$ cat src/hdl/pmc_pkg.sv
// shared constants, register map and state encoding of the power controller register bank
package pmc_pkg;

  // register offsets
  localparam logic [7:0] ADDR_DEV_ID   = 8'h00;
  localparam logic [7:0] ADDR_NVM_VER  = 8'h01;
  localparam logic [7:0] ADDR_SW_CTRL  = 8'h02;
  localparam logic [7:0] ADDR_PG_CFG_A = 8'h15;
  localparam logic [7:0] ADDR_PG_CFG_B = 8'h16;
  localparam logic [7:0] ADDR_POWER_GOOD_FAULT_STATUS = 8'h17;
  localparam logic [7:0] ADDR_SW_RESET = 8'h18;
  localparam logic [7:0] ADDR_TOP_STAT = 8'h1D;
  localparam logic [7:0] ADDR_SW_STAT  = 8'h1E;
  localparam logic [7:0] ADDR_LIN_STAT = 8'h1F;
  localparam logic [7:0] ADDR_LOAD_SEL = 8'h24;
  localparam logic [7:0] ADDR_LOAD_HI  = 8'h25;
  localparam logic [7:0] ADDR_LOAD_LO  = 8'h26;

  // event flag and mask registers, entry 0 top_a, 1 top_b, 2 switcher, 3 linear
  localparam logic [3:0][7:0] FLAG_ADDR   = {8'h1C, 8'h1B, 8'h1A, 8'h19};
  localparam logic [3:0][7:0] EVMASK_ADDR = {8'h23, 8'h22, 8'h21, 8'h20};
  localparam logic [3:0][7:0] FLAG_WMASK  = {8'h77, 8'h77, 8'h01, 8'hFF};
  localparam logic [3:0][7:0] EVMASK_WMASK = {8'hDD, 8'hDD, 8'h01, 8'h95};

  // switcher control fields
  localparam int unsigned     CTRL_MP_BIT   = 4;
  localparam int unsigned     CTRL_FPWM_BIT = 3;
  localparam int unsigned     CTRL_RDIS_BIT = 2;
  localparam int unsigned     CTRL_PIN_BIT  = 1;
  localparam int unsigned     CTRL_ON_BIT   = 0;
  localparam logic [7:0]      CTRL_WMASK    = 8'h1F;
  localparam logic [7:0]      CTRL_RESET    = 8'h04;

  // other field layouts and reset values
  localparam logic [5:0]      ID_RSVD_VAL   = 6'h02;
  localparam logic [7:0]      PG_B_WMASK    = 8'h03;
  localparam logic [7:0]      PG_CFG_RESET  = 8'h00;
  localparam logic [7:0]      LOAD_SEL_WMASK = 8'h01;
  localparam logic [7:0]      POWER_GOOD_FAULT_STATUS_MASK = 8'h0F;
  localparam logic [7:0]      TOP_STAT_MASK = 8'h9E;
  localparam logic [7:0]      RAIL_STAT_MASK = 8'hDD;
  localparam int unsigned     SWRST_BIT     = 0;
  localparam int unsigned     RST_FLAG_IDX  = 1;

  // serial interface
  localparam logic [3:0]      BYTE_BITS     = 4'h8;
  localparam logic [6:0]      DEV_ADDR_DEF  = 7'h60;

  typedef enum logic [3:0] {
    ST_IDLE  = 4'b0000,
    ST_ADDR  = 4'b0001,
    ST_AACK  = 4'b0010,
    ST_INDEX = 4'b0011,
    ST_IACK  = 4'b0100,
    ST_WDATA = 4'b0101,
    ST_WACK  = 4'b0110,
    ST_TX    = 4'b0111,
    ST_MACK  = 4'b1000
  } pmc_ser_st_e;

endpackage : pmc_pkg

$ cat src/hdl/pmc_ser_front.sv
// pin synchronisers and bus condition detector for the serial interface
`timescale 1ns/1ps
module pmc_ser_front (
  // clock and reset
  input  wire logic clk,
  input  wire logic rst_n,
  // raw pins
  input  wire logic scl_in,
  input  wire logic sda_in,
  input  wire logic en_pin,
  // conditioned outputs
  output logic      scl_rise,
  output logic      scl_fall,
  output logic      start_det,
  output logic      stop_det,
  output logic      sda_lvl,
  output logic      en_lvl
);

  logic [1:0] scl_sy_r;
  logic [1:0] sda_sy_r;
  logic [1:0] en_sy_r;
  logic       scl_d_r;
  logic       sda_d_r;
  logic       scl_rise_nxt;
  logic       scl_fall_nxt;
  logic       start_nxt;
  logic       stop_nxt;

  // only the second stage of each synchroniser is looked at
  always_comb begin
    scl_rise_nxt = scl_sy_r[1] & ~scl_d_r;
    scl_fall_nxt = ~scl_sy_r[1] & scl_d_r;
    start_nxt    = scl_sy_r[1] & scl_d_r & sda_d_r & ~sda_sy_r[1];
    stop_nxt     = scl_sy_r[1] & scl_d_r & ~sda_d_r & sda_sy_r[1];
  end

  // two-stage sync, history and registered condition pulses; bus idles high
  always_ff @(posedge clk or negedge rst_n) begin
    if (!rst_n) begin
      scl_sy_r  <= 2'h3;
      sda_sy_r  <= 2'h3;
      en_sy_r   <= 2'h0;
      scl_d_r   <= 1'b1;
      sda_d_r   <= 1'b1;
      scl_rise  <= 1'b0;
      scl_fall  <= 1'b0;
      start_det <= 1'b0;
      stop_det  <= 1'b0;
      sda_lvl   <= 1'b1;
      en_lvl    <= 1'b0;
    end else begin
      scl_sy_r  <= {scl_sy_r[0], scl_in};
      sda_sy_r  <= {sda_sy_r[0], sda_in};
      en_sy_r   <= {en_sy_r[0], en_pin};
      scl_d_r   <= scl_sy_r[1];
      sda_d_r   <= sda_sy_r[1];
      scl_rise  <= scl_rise_nxt;
      scl_fall  <= scl_fall_nxt;
      start_det <= start_nxt;
      stop_det  <= stop_nxt;
      sda_lvl   <= sda_sy_r[1];
      en_lvl    <= en_sy_r[1];
    end
  end

endmodule : pmc_ser_front

$ cat src/hdl/pmc_reg_bank.sv
// power controller register bank behind a two-wire serial slave
//
// Contract
// - identity register returns read-only part code in bits 7:6; writes ignored.
// - version register returns eight-bit read-only code of configuration memory.
// - multiphase bit 0 gives automatic phase shedding; 1 forces two-phase PWM.
// - force-PWM bit 0 allows automatic PFM/PWM; 1 holds PWM.
// - discharge bit connects resistor while switcher off; resets to one.
// - enable-source bit 0 register only; 1 register bit and pin.
// - register enable bit turns switcher off at 0, on at 1.
// - all registers reached over serial bus, register address then data.
// - index advances after each written byte; reads do not advance.
`timescale 1ns/1ps
module pmc_reg_bank
  import pmc_pkg::*;
#(
  parameter logic [6:0] DEV_ADDR  = DEV_ADDR_DEF,
  parameter logic [7:0] CTRL_INIT = CTRL_RESET,
  parameter int         LOAD_W    = 10
) (
  // clock and reset
  input  wire logic              clk,
  input  wire logic              rst_n,
  // serial bus pins
  input  wire logic              scl_in,
  input  wire logic              sda_in,
  output logic                   sda_out,
  output logic                   sda_oe,
  // external enable pin
  input  wire logic              en_pin,
  // configuration memory codes
  input  wire logic [1:0]        part_code_field,
  input  wire logic [7:0]        nvm_version_code,
  // event pulses from the rails
  input  wire logic [7:0]        top_event_set,
  input  wire logic [7:0]        switcher_event_set,
  input  wire logic [7:0]        linear_reg_event_set,
  // live status from the rails
  input  wire logic [3:0]        power_good_fault_status_in,
  input  wire logic [7:0]        top_status_in,
  input  wire logic [7:0]        switcher_status_in,
  input  wire logic [7:0]        linear_reg_status_in,
  input  wire logic [LOAD_W-1:0] load_current_in,
  // switcher controls
  output logic                   force_multiphase_pwm,
  output logic                   force_pwm_select,
  output logic                   output_discharge_enable,
  output logic                   switcher_run,
  output logic                   discharge_active,
  // other configuration
  output logic [7:0]             pgood_cfg_a,
  output logic [7:0]             pgood_cfg_b,
  output logic [31:0]            event_mask,
  output logic                   load_meter_sel
);

  // load meter value must fit the two readback bytes
  if (LOAD_W < 9 || LOAD_W > 16) begin : g_chk
    $error("LOAD_W must be 9 to 16");
  end

  logic        scl_rise;
  logic        scl_fall;
  logic        start_det;
  logic        stop_det;
  logic        sda_lvl;
  logic        en_lvl;

  pmc_ser_front u_front (
    .clk       (clk),
    .rst_n     (rst_n),
    .scl_in    (scl_in),
    .sda_in    (sda_in),
    .en_pin    (en_pin),
    .scl_rise  (scl_rise),
    .scl_fall  (scl_fall),
    .start_det (start_det),
    .stop_det  (stop_det),
    .sda_lvl   (sda_lvl),
    .en_lvl    (en_lvl)
  );

  // serial slave state
  pmc_ser_st_e st_r;
  pmc_ser_st_e st_nxt;
  logic [3:0]  cnt_r;
  logic [3:0]  cnt_nxt;
  logic [7:0]  sh_r;
  logic [7:0]  sh_nxt;
  logic [7:0]  idx_r;
  logic [7:0]  idx_nxt;
  logic        oe_r;
  logic        oe_nxt;
  logic        rd_r;
  logic        rd_nxt;
  logic        nack_r;
  logic        nack_nxt;
  logic        wr_stb_r;
  logic        wr_stb_nxt;
  logic [7:0]  wr_idx_r;
  logic [7:0]  wr_dat_r;
  logic [7:0]  rd_data;

  // register storage
  logic [7:0]       ctrl_r;
  logic [7:0]       ctrl_nxt;
  logic [7:0]       pga_r;
  logic [7:0]       pga_nxt;
  logic [7:0]       pgb_r;
  logic [7:0]       pgb_nxt;
  logic [7:0]       sel_r;
  logic [7:0]       sel_nxt;
  logic             swrst_r;
  logic             swrst_nxt;
  logic [3:0][7:0]  flag_r;
  logic [3:0][7:0]  mask_r;
  logic [3:0][7:0]  ev_set;
  logic [15:0]      load_ext;

  // serial slave: byte receive, ack, transmit and master ack
  always_comb begin
    st_nxt     = st_r;
    cnt_nxt    = cnt_r;
    sh_nxt     = sh_r;
    idx_nxt    = idx_r;
    oe_nxt     = oe_r;
    rd_nxt     = rd_r;
    nack_nxt   = nack_r;
    wr_stb_nxt = 1'b0;
    if (stop_det) begin
      st_nxt = ST_IDLE;
      oe_nxt = 1'b0;
    end else if (start_det) begin
      st_nxt  = ST_ADDR;
      cnt_nxt = 4'h0;
      oe_nxt  = 1'b0;
    end else begin
      case (st_r)
        ST_ADDR, ST_INDEX, ST_WDATA: begin
          if (scl_rise && cnt_r != BYTE_BITS) begin
            sh_nxt  = {sh_r[6:0], sda_lvl};
            cnt_nxt = cnt_r + 4'h1;
          end else if (scl_fall && cnt_r == BYTE_BITS) begin
            cnt_nxt = 4'h0;
            case (st_r)
              ST_ADDR: begin
                if (sh_r[7:1] == DEV_ADDR) begin
                  rd_nxt = sh_r[0];
                  oe_nxt = 1'b1;
                  st_nxt = ST_AACK;
                end else begin
                  st_nxt = ST_IDLE;              // other slave addressed
                end
              end
              ST_INDEX: begin
                idx_nxt = sh_r;
                oe_nxt  = 1'b1;
                st_nxt  = ST_IACK;
              end
              default: begin
                wr_stb_nxt = 1'b1;
                oe_nxt     = 1'b1;
                st_nxt     = ST_WACK;
              end
            endcase
          end
        end
        ST_AACK, ST_IACK, ST_WACK: begin
          if (scl_fall) begin
            oe_nxt = 1'b0;
            if (st_r == ST_AACK && rd_r) begin
              sh_nxt  = rd_data;
              oe_nxt  = ~rd_data[7];
              cnt_nxt = 4'h1;
              st_nxt  = ST_TX;
            end else if (st_r == ST_AACK) begin
              st_nxt = ST_INDEX;
            end else begin
              if (st_r == ST_WACK) begin
                idx_nxt = idx_r + 8'h01;
              end
              st_nxt = ST_WDATA;
            end
          end
        end
        ST_TX: begin
          if (scl_fall) begin
            if (cnt_r == BYTE_BITS) begin
              oe_nxt = 1'b0;
              st_nxt = ST_MACK;
            end else begin
              sh_nxt  = {sh_r[6:0], 1'b0};
              oe_nxt  = ~sh_r[6];
              cnt_nxt = cnt_r + 4'h1;
            end
          end
        end
        ST_MACK: begin
          if (scl_rise) begin
            nack_nxt = sda_lvl;
          end else if (scl_fall) begin
            if (nack_r) begin
              st_nxt = ST_IDLE;
            end else begin
              sh_nxt  = rd_data;
              oe_nxt  = ~rd_data[7];
              cnt_nxt = 4'h1;
              st_nxt  = ST_TX;
            end
          end
        end
        default: begin
          st_nxt = ST_IDLE;
          oe_nxt = 1'b0;
        end
      endcase
    end
  end

  // serial slave registers; sda_out stays low, only the enable moves
  always_ff @(posedge clk or negedge rst_n) begin
    if (!rst_n) begin
      st_r     <= ST_IDLE;
      cnt_r    <= 4'h0;
      sh_r     <= 8'h00;
      idx_r    <= 8'h00;
      oe_r     <= 1'b0;
      rd_r     <= 1'b0;
      nack_r   <= 1'b0;
      wr_stb_r <= 1'b0;
      wr_idx_r <= 8'h00;
      wr_dat_r <= 8'h00;
      sda_out  <= 1'b0;
      sda_oe   <= 1'b0;
    end else begin
      st_r     <= st_nxt;
      cnt_r    <= cnt_nxt;
      sh_r     <= sh_nxt;
      idx_r    <= idx_nxt;
      oe_r     <= oe_nxt;
      rd_r     <= rd_nxt;
      nack_r   <= nack_nxt;
      wr_stb_r <= wr_stb_nxt;
      wr_idx_r <= idx_r;
      wr_dat_r <= sh_r;
      sda_out  <= 1'b0;
      sda_oe   <= oe_nxt;
    end
  end

  // read multiplexer; unmapped addresses and masked bits read zero, identity bits 5:0 read ID_RSVD_VAL
  always_comb begin
    load_ext = 16'(load_current_in);
    rd_data  = 8'h00;
    case (idx_r)
      ADDR_DEV_ID:   rd_data = {part_code_field, ID_RSVD_VAL};
      ADDR_NVM_VER:  rd_data = nvm_version_code;
      ADDR_SW_CTRL:  rd_data = ctrl_r;
      ADDR_PG_CFG_A: rd_data = pga_r;
      ADDR_PG_CFG_B: rd_data = pgb_r;
      ADDR_POWER_GOOD_FAULT_STATUS: rd_data = {4'h0, power_good_fault_status_in} & POWER_GOOD_FAULT_STATUS_MASK;
      ADDR_SW_RESET: rd_data = 8'h00;
      ADDR_TOP_STAT: rd_data = top_status_in & TOP_STAT_MASK;
      ADDR_SW_STAT:  rd_data = switcher_status_in & RAIL_STAT_MASK;
      ADDR_LIN_STAT: rd_data = linear_reg_status_in & RAIL_STAT_MASK;
      ADDR_LOAD_SEL: rd_data = sel_r;
      ADDR_LOAD_HI:  rd_data = load_ext[15:8];
      ADDR_LOAD_LO:  rd_data = load_ext[7:0];
      default: begin
        for (int i = 0; i < 4; i++) begin
          if (idx_r == FLAG_ADDR[i]) begin
            rd_data = flag_r[i];
          end
          if (idx_r == EVMASK_ADDR[i]) begin
            rd_data = mask_r[i];
          end
        end
      end
    endcase
  end

  // plain read-write registers and the self-clearing software reset
  always_comb begin
    ctrl_nxt  = ctrl_r;
    pga_nxt   = pga_r;
    pgb_nxt   = pgb_r;
    sel_nxt   = sel_r;
    swrst_nxt = 1'b0;
    if (swrst_r) begin
      ctrl_nxt = CTRL_INIT & CTRL_WMASK;
      pga_nxt  = PG_CFG_RESET;
      pgb_nxt  = PG_CFG_RESET;
      sel_nxt  = 8'h00;
    end else if (wr_stb_r) begin
      case (wr_idx_r)
        ADDR_SW_CTRL:  ctrl_nxt  = wr_dat_r & CTRL_WMASK;
        ADDR_PG_CFG_A: pga_nxt   = wr_dat_r;
        ADDR_PG_CFG_B: pgb_nxt   = wr_dat_r & PG_B_WMASK;
        ADDR_LOAD_SEL: sel_nxt   = wr_dat_r & LOAD_SEL_WMASK;
        ADDR_SW_RESET: swrst_nxt = wr_dat_r[SWRST_BIT];
        default:       ctrl_nxt  = ctrl_r;        // read-only, unmapped, or flag and mask registers written below
      endcase
    end
  end

  always_ff @(posedge clk or negedge rst_n) begin
    if (!rst_n) begin
      ctrl_r  <= CTRL_INIT & CTRL_WMASK;
      pga_r   <= PG_CFG_RESET;
      pgb_r   <= PG_CFG_RESET;
      sel_r   <= 8'h00;
      swrst_r <= 1'b0;
    end else begin
      ctrl_r  <= ctrl_nxt;
      pga_r   <= pga_nxt;
      pgb_r   <= pgb_nxt;
      sel_r   <= sel_nxt;
      swrst_r <= swrst_nxt;
    end
  end

  // event sources; the software reset reports itself in top_b
  always_comb begin
    ev_set               = '0;
    ev_set[0]            = top_event_set;
    ev_set[RST_FLAG_IDX] = {7'h00, swrst_r};
    ev_set[2]            = switcher_event_set;
    ev_set[3]            = linear_reg_event_set;
  end

  // sticky flags with write-one-to-clear, set beats clear; masks plain
  for (genvar g = 0; g < 4; g++) begin : g_ev
    logic [7:0] clr;
    logic [7:0] flag_nxt;
    logic [7:0] mask_nxt;
    always_comb begin
      clr      = (wr_stb_r && wr_idx_r == FLAG_ADDR[g]) ? wr_dat_r : 8'h00;
      flag_nxt = ((flag_r[g] & ~clr) | ev_set[g]) & FLAG_WMASK[g];
      mask_nxt = mask_r[g];
      if (swrst_r) begin
        mask_nxt = 8'h00;
      end else if (wr_stb_r && wr_idx_r == EVMASK_ADDR[g]) begin
        mask_nxt = wr_dat_r & EVMASK_WMASK[g];
      end
    end
    always_ff @(posedge clk or negedge rst_n) begin
      if (!rst_n) begin
        flag_r[g] <= 8'h00;
        mask_r[g] <= 8'h00;
      end else begin
        flag_r[g] <= flag_nxt;
        mask_r[g] <= mask_nxt;
      end
    end
  end

  // switcher control and other configuration outputs, registered from the register bytes and pin
  logic run_nxt;
  logic dis_nxt;
  always_comb begin
    run_nxt = ctrl_r[CTRL_ON_BIT] & (~ctrl_r[CTRL_PIN_BIT] | en_lvl);
    dis_nxt = ctrl_r[CTRL_RDIS_BIT] & ~switcher_run;
  end

  always_ff @(posedge clk or negedge rst_n) begin
    if (!rst_n) begin
      force_multiphase_pwm    <= 1'b0;
      force_pwm_select        <= 1'b0;
      output_discharge_enable <= 1'b0;
      switcher_run            <= 1'b0;
      discharge_active        <= 1'b0;
      pgood_cfg_a             <= 8'h00;
      pgood_cfg_b             <= 8'h00;
      event_mask              <= 32'h0000_0000;
      load_meter_sel          <= 1'b0;
    end else begin
      force_multiphase_pwm    <= ctrl_r[CTRL_MP_BIT];
      force_pwm_select        <= ctrl_r[CTRL_FPWM_BIT];
      output_discharge_enable <= ctrl_r[CTRL_RDIS_BIT];
      switcher_run            <= run_nxt;
      discharge_active        <= dis_nxt;
      pgood_cfg_a             <= pga_r;
      pgood_cfg_b             <= pgb_r;
      event_mask              <= mask_r;
      load_meter_sel          <= sel_r[0];
    end
  end

endmodule : pmc_reg_bank

$ cat config.mk
export PLATFORM = sky130hd
export DESIGN_NAME = pmc_reg_bank
export DESIGN_NICKNAME = d
export VERILOG_FILES = /design/src/hdl/pmc_pkg.sv /design/src/hdl/pmc_ser_front.sv /design/src/hdl/pmc_reg_bank.sv
export SDC_FILE = /design/constraint.sdc
export NUM_CORES = 1
export LEC_CHECK = 0
export BUFFER_PORTS_ARGS = -buffer_cell sky130_fd_sc_hd__buf_2
export CORE_MARGIN = 2
export CORE_UTILIZATION = 55
export CTS_BUF_LIST = sky130_fd_sc_hd__clkbuf_8
export DETAILED_ROUTE_END_ITERATION = 6
export PLACE_DENSITY = 0.76
export SYNTH_ARGS = -nofsm -noshare
export SYNTH_HDL_FRONTEND = slang
export SYNTH_SLANG_ARGS = --single-unit
export TNS_END_PERCENT = 30
$ cat constraint.sdc
create_clock -name clk -period 3.1 [get_ports clk]
set_input_delay 0.155 -clock clk [delete_from_list [all_inputs] [get_ports clk]]
set_output_delay 0.155 -clock clk [all_outputs]
set_load 0.02 [all_outputs]
After elaboration in Yosys (flattened, before gate mapping)
Cells that the tools add are included.
Word-level totals
  flip-flop bits (word level): 197
  bits in latches: 0
  bits in writable memories: 0
  memory bits (read-only): 0
  memories: 0
  word-level logic and storage cells: 289
  output and inout bits: 56
Cells by class
  reductions and logical operators: 38
  mux-type cells: 99
  multiply operators: 0
  order comparisons: 0
  div/mod/pow operators: 0
  add/sub/neg operators: 2
  bitwise logic cells: 33
  shift operators: 0
  equal/unequal tests: 75
Operators with widths (count)
  8-bit 2-to-1 mux: 44
  8-bit by 5-bit == test with 1-bit output, second input constant: 18
  8-bit one-hot mux with 13 select lines: 1
  8-bit by 6-bit == test with 1-bit output, second input constant: 12
  4-bit 2-to-1 mux: 19
  4-bit one-hot mux with 4 select lines: 2
  8-bit one-hot mux with 4 select lines: 1
  1-bit 2-to-1 mux: 23
  2-bit inequality test, second input constant: 11
  10-bit AND reduction: 2
  2-bit nonzero test: 10
  4-bit by 3-bit == test with 1-bit output, second input constant: 4
  8-bit by 2-bit == test with 1-bit output, second input constant: 2
  4-bit by 2-bit inequality test with 1-bit output, second input constant: 4
  8-bit one-hot mux with 2 select lines: 1
  7-bit AND: 2
  7-bit 2-to-1 mux: 2
  7-bit inverter: 2
  7-bit OR: 2
  7-bit AND reduction: 2
  4-bit by 1-bit inequality test with 1-bit output, second input constant: 3
  1-bit inverter: 12
  1-bit logical AND: 11
  11-bit AND reduction: 1
  other kinds (31): 56

Depth between registers and ports, before layout
  word-level depth: 17
  mapped depth: 10

Cells and area by module
From an unflattened synthesis, not the netlist that was laid out.
Unflattened totals
  cell total of the unflattened synthesis: 692
  area total of the unflattened synthesis: 6975.4 µm²
By module, submodules not included
  pmc_reg_bank: cells each 675, area each 6607.6 µm², seq. area each 3304.4 µm², times used 1
  pmc_ser_front: cells each 17, area each 367.9 µm², seq. area each 332.8 µm², times used 1

Worst setup path before layout
OpenSTA, ideal clock, no wires.
  kind: register to register
  start point: register idx_r[7]
  end point: register oe_r
  clock period less this slack: 2.226 ns
  required time: 2.976 ns
  cell stages (with the launch flop): 8
  setup time: 0.124 ns
  arrival time: 2.102 ns
  slack: 0.874 ns
  cells stage by stage: dfrtp_1 or4b_4 buf_6 or2_1 o32ai_2 nand3_1 and3_4 o31a_1
Between the ends
  word-level cells in the longest chain between the ends: 17
  elaborated cells on any way between the ends: 39
  those cells by class: eq/ne (20); mux (17); bitwise (1); reduce/logical (1)
Ends and longest elaborated chain
  from (decl): line pmc_reg_bank.sv:90  | logic [7:0] idx_r;
  from (signal assigned): line pmc_reg_bank.sv:239  | idx_r <= idx_nxt;
  8-bit by 5-bit == test with 1-bit output: line pmc_reg_bank.sv:271  | if (idx_r == FLAG_ADDR[i]) begin
  8-bit 2-to-1 mux: line pmc_reg_bank.sv:271
  8-bit 2-to-1 mux: line pmc_reg_bank.sv:274  | if (idx_r == EVMASK_ADDR[i]) begin
  8-bit 2-to-1 mux: line pmc_reg_bank.sv:271
  8-bit 2-to-1 mux: line pmc_reg_bank.sv:274
  8-bit 2-to-1 mux: line pmc_reg_bank.sv:271
  8-bit 2-to-1 mux: line pmc_reg_bank.sv:274
  8-bit 2-to-1 mux: line pmc_reg_bank.sv:271
  8-bit 2-to-1 mux: line pmc_reg_bank.sv:274
  8-bit one-hot mux with 13 select lines (*): line pmc_reg_bank.sv:255  | case (idx_r)
  1-bit inverter (*): line pmc_reg_bank.sv:173, pmc_reg_bank.sv:206
  1-bit 2-to-1 mux: line pmc_reg_bank.sv:202  | if (nack_r) begin
  1-bit 2-to-1 mux: line pmc_reg_bank.sv:201  | end else if (scl_fall) begin
  1-bit 2-to-1 mux: line pmc_reg_bank.sv:199  | if (scl_rise) begin
  1-bit one-hot mux with 4 select lines (*): line pmc_reg_bank.sv:138  | case (st_r)
  1-bit 2-to-1 mux (*): line pmc_reg_bank.sv:133  | end else if (start_det) begin
  1-bit 2-to-1 mux (*): line pmc_reg_bank.sv:130  | if (stop_det) begin
  to (signal assigned): line pmc_reg_bank.sv:240  | oe_r <= oe_nxt;
  to (decl): line pmc_reg_bank.sv:92  | logic oe_r;
Mark *: on every way between the ends. The rest lies on a longest branch, timed or not. The select of a mux whose other input is x is not followed.
A chain may end at the register's enable or synchronous reset.

Worst setup path after layout
  start point: register idx_r[0]
  end point: register oe_r
Same word-level chain as after synthesis.

==> summary.md <==
| Metric | Value |
|---|---|
| Core area | 12600 um^2 |
| WL/cell | 20.6 um |
| First-pass GRT wire length | ~33 mm |
| Worst-Skew Late Latency | roughly 0.46 ns |
| CP startpoint | idx_r[0] |
| Startpoint Class | register |
| Period minus WS final | ~2.8 ns |
| Die area | approximately 14000 um^2 |
| Post-synth EDFFs | 0 |
| Layout cells sized above 1 | 22.1% |
| Seq/Total Area, Yosys | 51.4% |
| Area leader, netlist | dfrtp_1 |
| Synthesized flop and latch total | between 100 and 150 |
| Register share of total power | 40.6% |
| Number of routed nets with antenna violations | 0 |
| Worst slew margin | around half |
| Resize count post-CTS | 0 |
| Max-cap violations | 0 |
| Leak pwr | a little over 4 nW |
| R2R Setup Slk | roughly 0.34 ns |
| Initial antenna violation count | 0 |
| I/O Pins | 133 |
| Worst min-delay path class | primary input to register |
| RSZ-0062 raised after global routing | no |
| Max incr delay on CP | between 0.5 and 0.6 ns |
| Worst endpoint required time | 3.44 ns |
| Number of global-route vias before repair | roughly 6000 |
| Worst-path cell chain | inv_1, ha_1, inv_1, a311oi_1, a211o_1, a21oi_1, and3_4, o31a_1 |
| FP Rows | slightly above 40 |
| Reg2reg start | idx_r[0] |
| CTS tree | done |
| Largest net degree at the start of global routing | 63 |
| Crit path to | oe_r |
| Final Max Slew Viols | 0 |
| Vias per cell | around 6.1 |
| CP max FO | 11 |
| Clock Skew | between 0.01 and 0.015 ns |
| Htree depth | 4 |
| Worst path top cell family by delay | compound AO/OA/AOI/OAI gates |
| Reg area | between 3000 and 4000 um^2 |
| Dominant synthesized flop cell | dfrtp_1 |
| Post-synthesis cell area | between 7000 and 8000 um^2 |
| Reg clk slew, reported paths | roughly 0.08 ns |
| Terminus of the critical flop-to-flop path | oe_r |
| Cell count after synthesis | approximately 700 |
| FFs w/ async S/R, synth | 100% |
| Drt total wl | about 21 mm |
| Nets | just over 900 |
| Die extent in y | 117 um |
| # hold bufs at CTS | 24 |
| CP arrival | around 3.1 ns |
| Port buffer count | slightly below 100 |
| Combinational power share | ~35% |
| Grt ovf | 0 |
| Post-CTS setup buffers | 0 |
| Synth top area cells | dfrtp_1 49%, mux2i_1 4.2%, nand2_1 3.9%, nor2_1 2.8%, a21oi_1 2.7% |
| Syn_area_per_cell | between 10 and 15 um^2 |
| DRT Pass-1 Iters | 6 |
| Power Total | around 6.2 mW |
| Setup tns final | 0 ns |
| Iteration-0 DRC Markers | between 600 and 700 |
| Final hold vios | 0 |
| Status | finished clean |
| Residual DRC count | 0 |
| Kind of critical path | register to register |
| WP depth | 8 |
| CTS sink cnt | 145 |
| Max clock buf depth | 2 |
| Setup crit end kind | register |
| Clock root buffer | clkbuf_8 |
| Fill count | around 1000 |
| Tot GR Track Use | 31.0% |
| CP most frequent cell | inv_1 |
| Initial Util | approximately 56% |
| Sw Share | 38.8% |
| DP HPWL | approximately 15 mm |
| Commonest cells after routing, fill and taps aside | 138 x dfrtp_1, 98 x buf_2, 73 x nand2_1 |
| GP Congestion | between 0.9 and 1 |
| Final setup fails | 0 |
| PwrDens | approximately 740 nW/um^2 |
| CP Buf/Inv Count | 2 |
| Most common cell after layout, fill and taps aside | dfrtp_1 |
| Synth cell types | 74 |
| Clock buffer count from CTS | 17 |
| Yosys warnings | 0 |
| Max frequency | 0.362 GHz |
| ANT cells | 0 |
| Final Cycle Share | 89.1% |
| Peak VDD IR | between 400 and 500 uV |
| Int Power | between 3 and 4 mW |
| Synth top area share | 48.8% |
| Multi-input gate area | 3130 um^2 |
| R2R depth | 8 |
| Die Span X | between 100 and 150 um |
| Worst slew pin tran | 0.729 ns |
| Switching power | 2.41 mW |
| Via count | slightly above 6000 |
| Layout area overhead | 19.0% |
| CP max-delay cell | ha_1 |
| Clk network pwr share | 24.9% |
metal layers:
layer	wire length (um)	global-route usage [%]	vias to the layer above
met3	1650	5.59	44
met2	10200	50.1	326
li1	-	-	2783
met5	0	0	-
met1	8570	42.3	3013
met4	540	10.7	0
kinds of logic after synthesis:
kind of cell    share of synthesized area [%]
flops                                    51.4
mux                                      4.88
other cells                            0.0530
fa+ha+maj                                1.06
compound gates                           17.9
buf+inv                                  5.45
simple gates                             19.1
xor+xnor                                0.124
worst min path at each step:
| stage | startpoint | endpoint | slack [ns] | cells past startpoint |
|---|---|---|---|---|
| 2_1_floorplan | rst_n | cnt_r[0] | -0.14 | 0 |
| 3_3_place_gp | rst_n | pga_r[2] | 0.11 | 1 |
| 3_5_place_dp | rst_n | pga_r[2] | 0.12 | 1 |
| 4_1_cts | load_current_in[4] | sh_r[4] | 0.1 | 4 |
| 5_1_grt | load_current_in[5] | sh_r[5] | 0.15 | 5 |
| 6_report | load_current_in[4] | sh_r[4] | 0.12 | 4 |
metrics by stage:
| step | worst slack [ns] | hold WS (ns) | cell area (um^2) | cells | util (%) |
|---|---|---|---|---|---|
| 3_3_place_gp | 0.530 | 0.107 | 7770 | 963 | 61.8 |
| 6_report | 0.339 | 0.119 | 8420 | 1019 | 67.0 |
| 2_1_floorplan | 0.874 | -0.141 | 7160 | 726 | - |
| 4_1_cts | 0.403 | 0.0966 | 8420 | 1019 | 67.0 |
| 3_5_place_dp | 0.425 | 0.118 | 7770 | 963 | 61.8 |
| 5_1_grt | 0.241 | 0.155 | 8420 | 1019 | 67.0 |
cells in the mapped netlist, types with 18 or more instances:
master    instances
o21ai_0          22
a21oi_1          38
nand3_1          35
a21o_1           24
mux2i_1          30
nor3_1           18
buf_4            22
nand2_1          73
dfrtp_1         138
clkbuf_1         32
nor2_1           52
power by group through the flow:
stage / Sequential [mW] / Clock [mW] / Combinational [mW]
2_1_floorplan: 2.28 / 0 / 1.59
3_3_place_gp: 2.53 / 0 / 2.04
3_5_place_dp: 2.55 / 0 / 2.08
4_1_cts: 2.51 / 1.57 / 2.12
5_1_grt: 2.56 / 1.65 / 2.33
6_report: 2.53 / 1.55 / 2.15
cell type report:
class | count | area share [%]
clock buffers | 17 | 2.78
clock inverters | 15 | 2.14
inverters | 15 | 0.669
multi-input cells | 504 | 37.2
flip-flops and latches | 145 | 43.2
well taps | 172 | 2.56
repair buffers | 151 | 11.5
state kept, by name, summed over array words and instances, names as in the netlist, 2 cells and up:
register	cells
flag_r	21
event_mask	17
mask_r	17
idx_r	8
pga_r	8
pgood_cfg_a	8
sh_r	8
wr_dat_r	8
wr_idx_r	8
ctrl_r	5
cnt_r	4
st_r	4
pgb_r	2
pgood_cfg_b	2
u_front.en_sy_r	2
u_front.scl_sy_r	2
u_front.sda_sy_r	2
worst min-delay path, delay by kind of cell:
kind,cells,cell delay (ns)
and+or+nand+nor,2,0.15
buffers and inverters,1,0.08
AOI/OAI and AO/OA,1,0.14
Power figures use the tool's default switching activity.
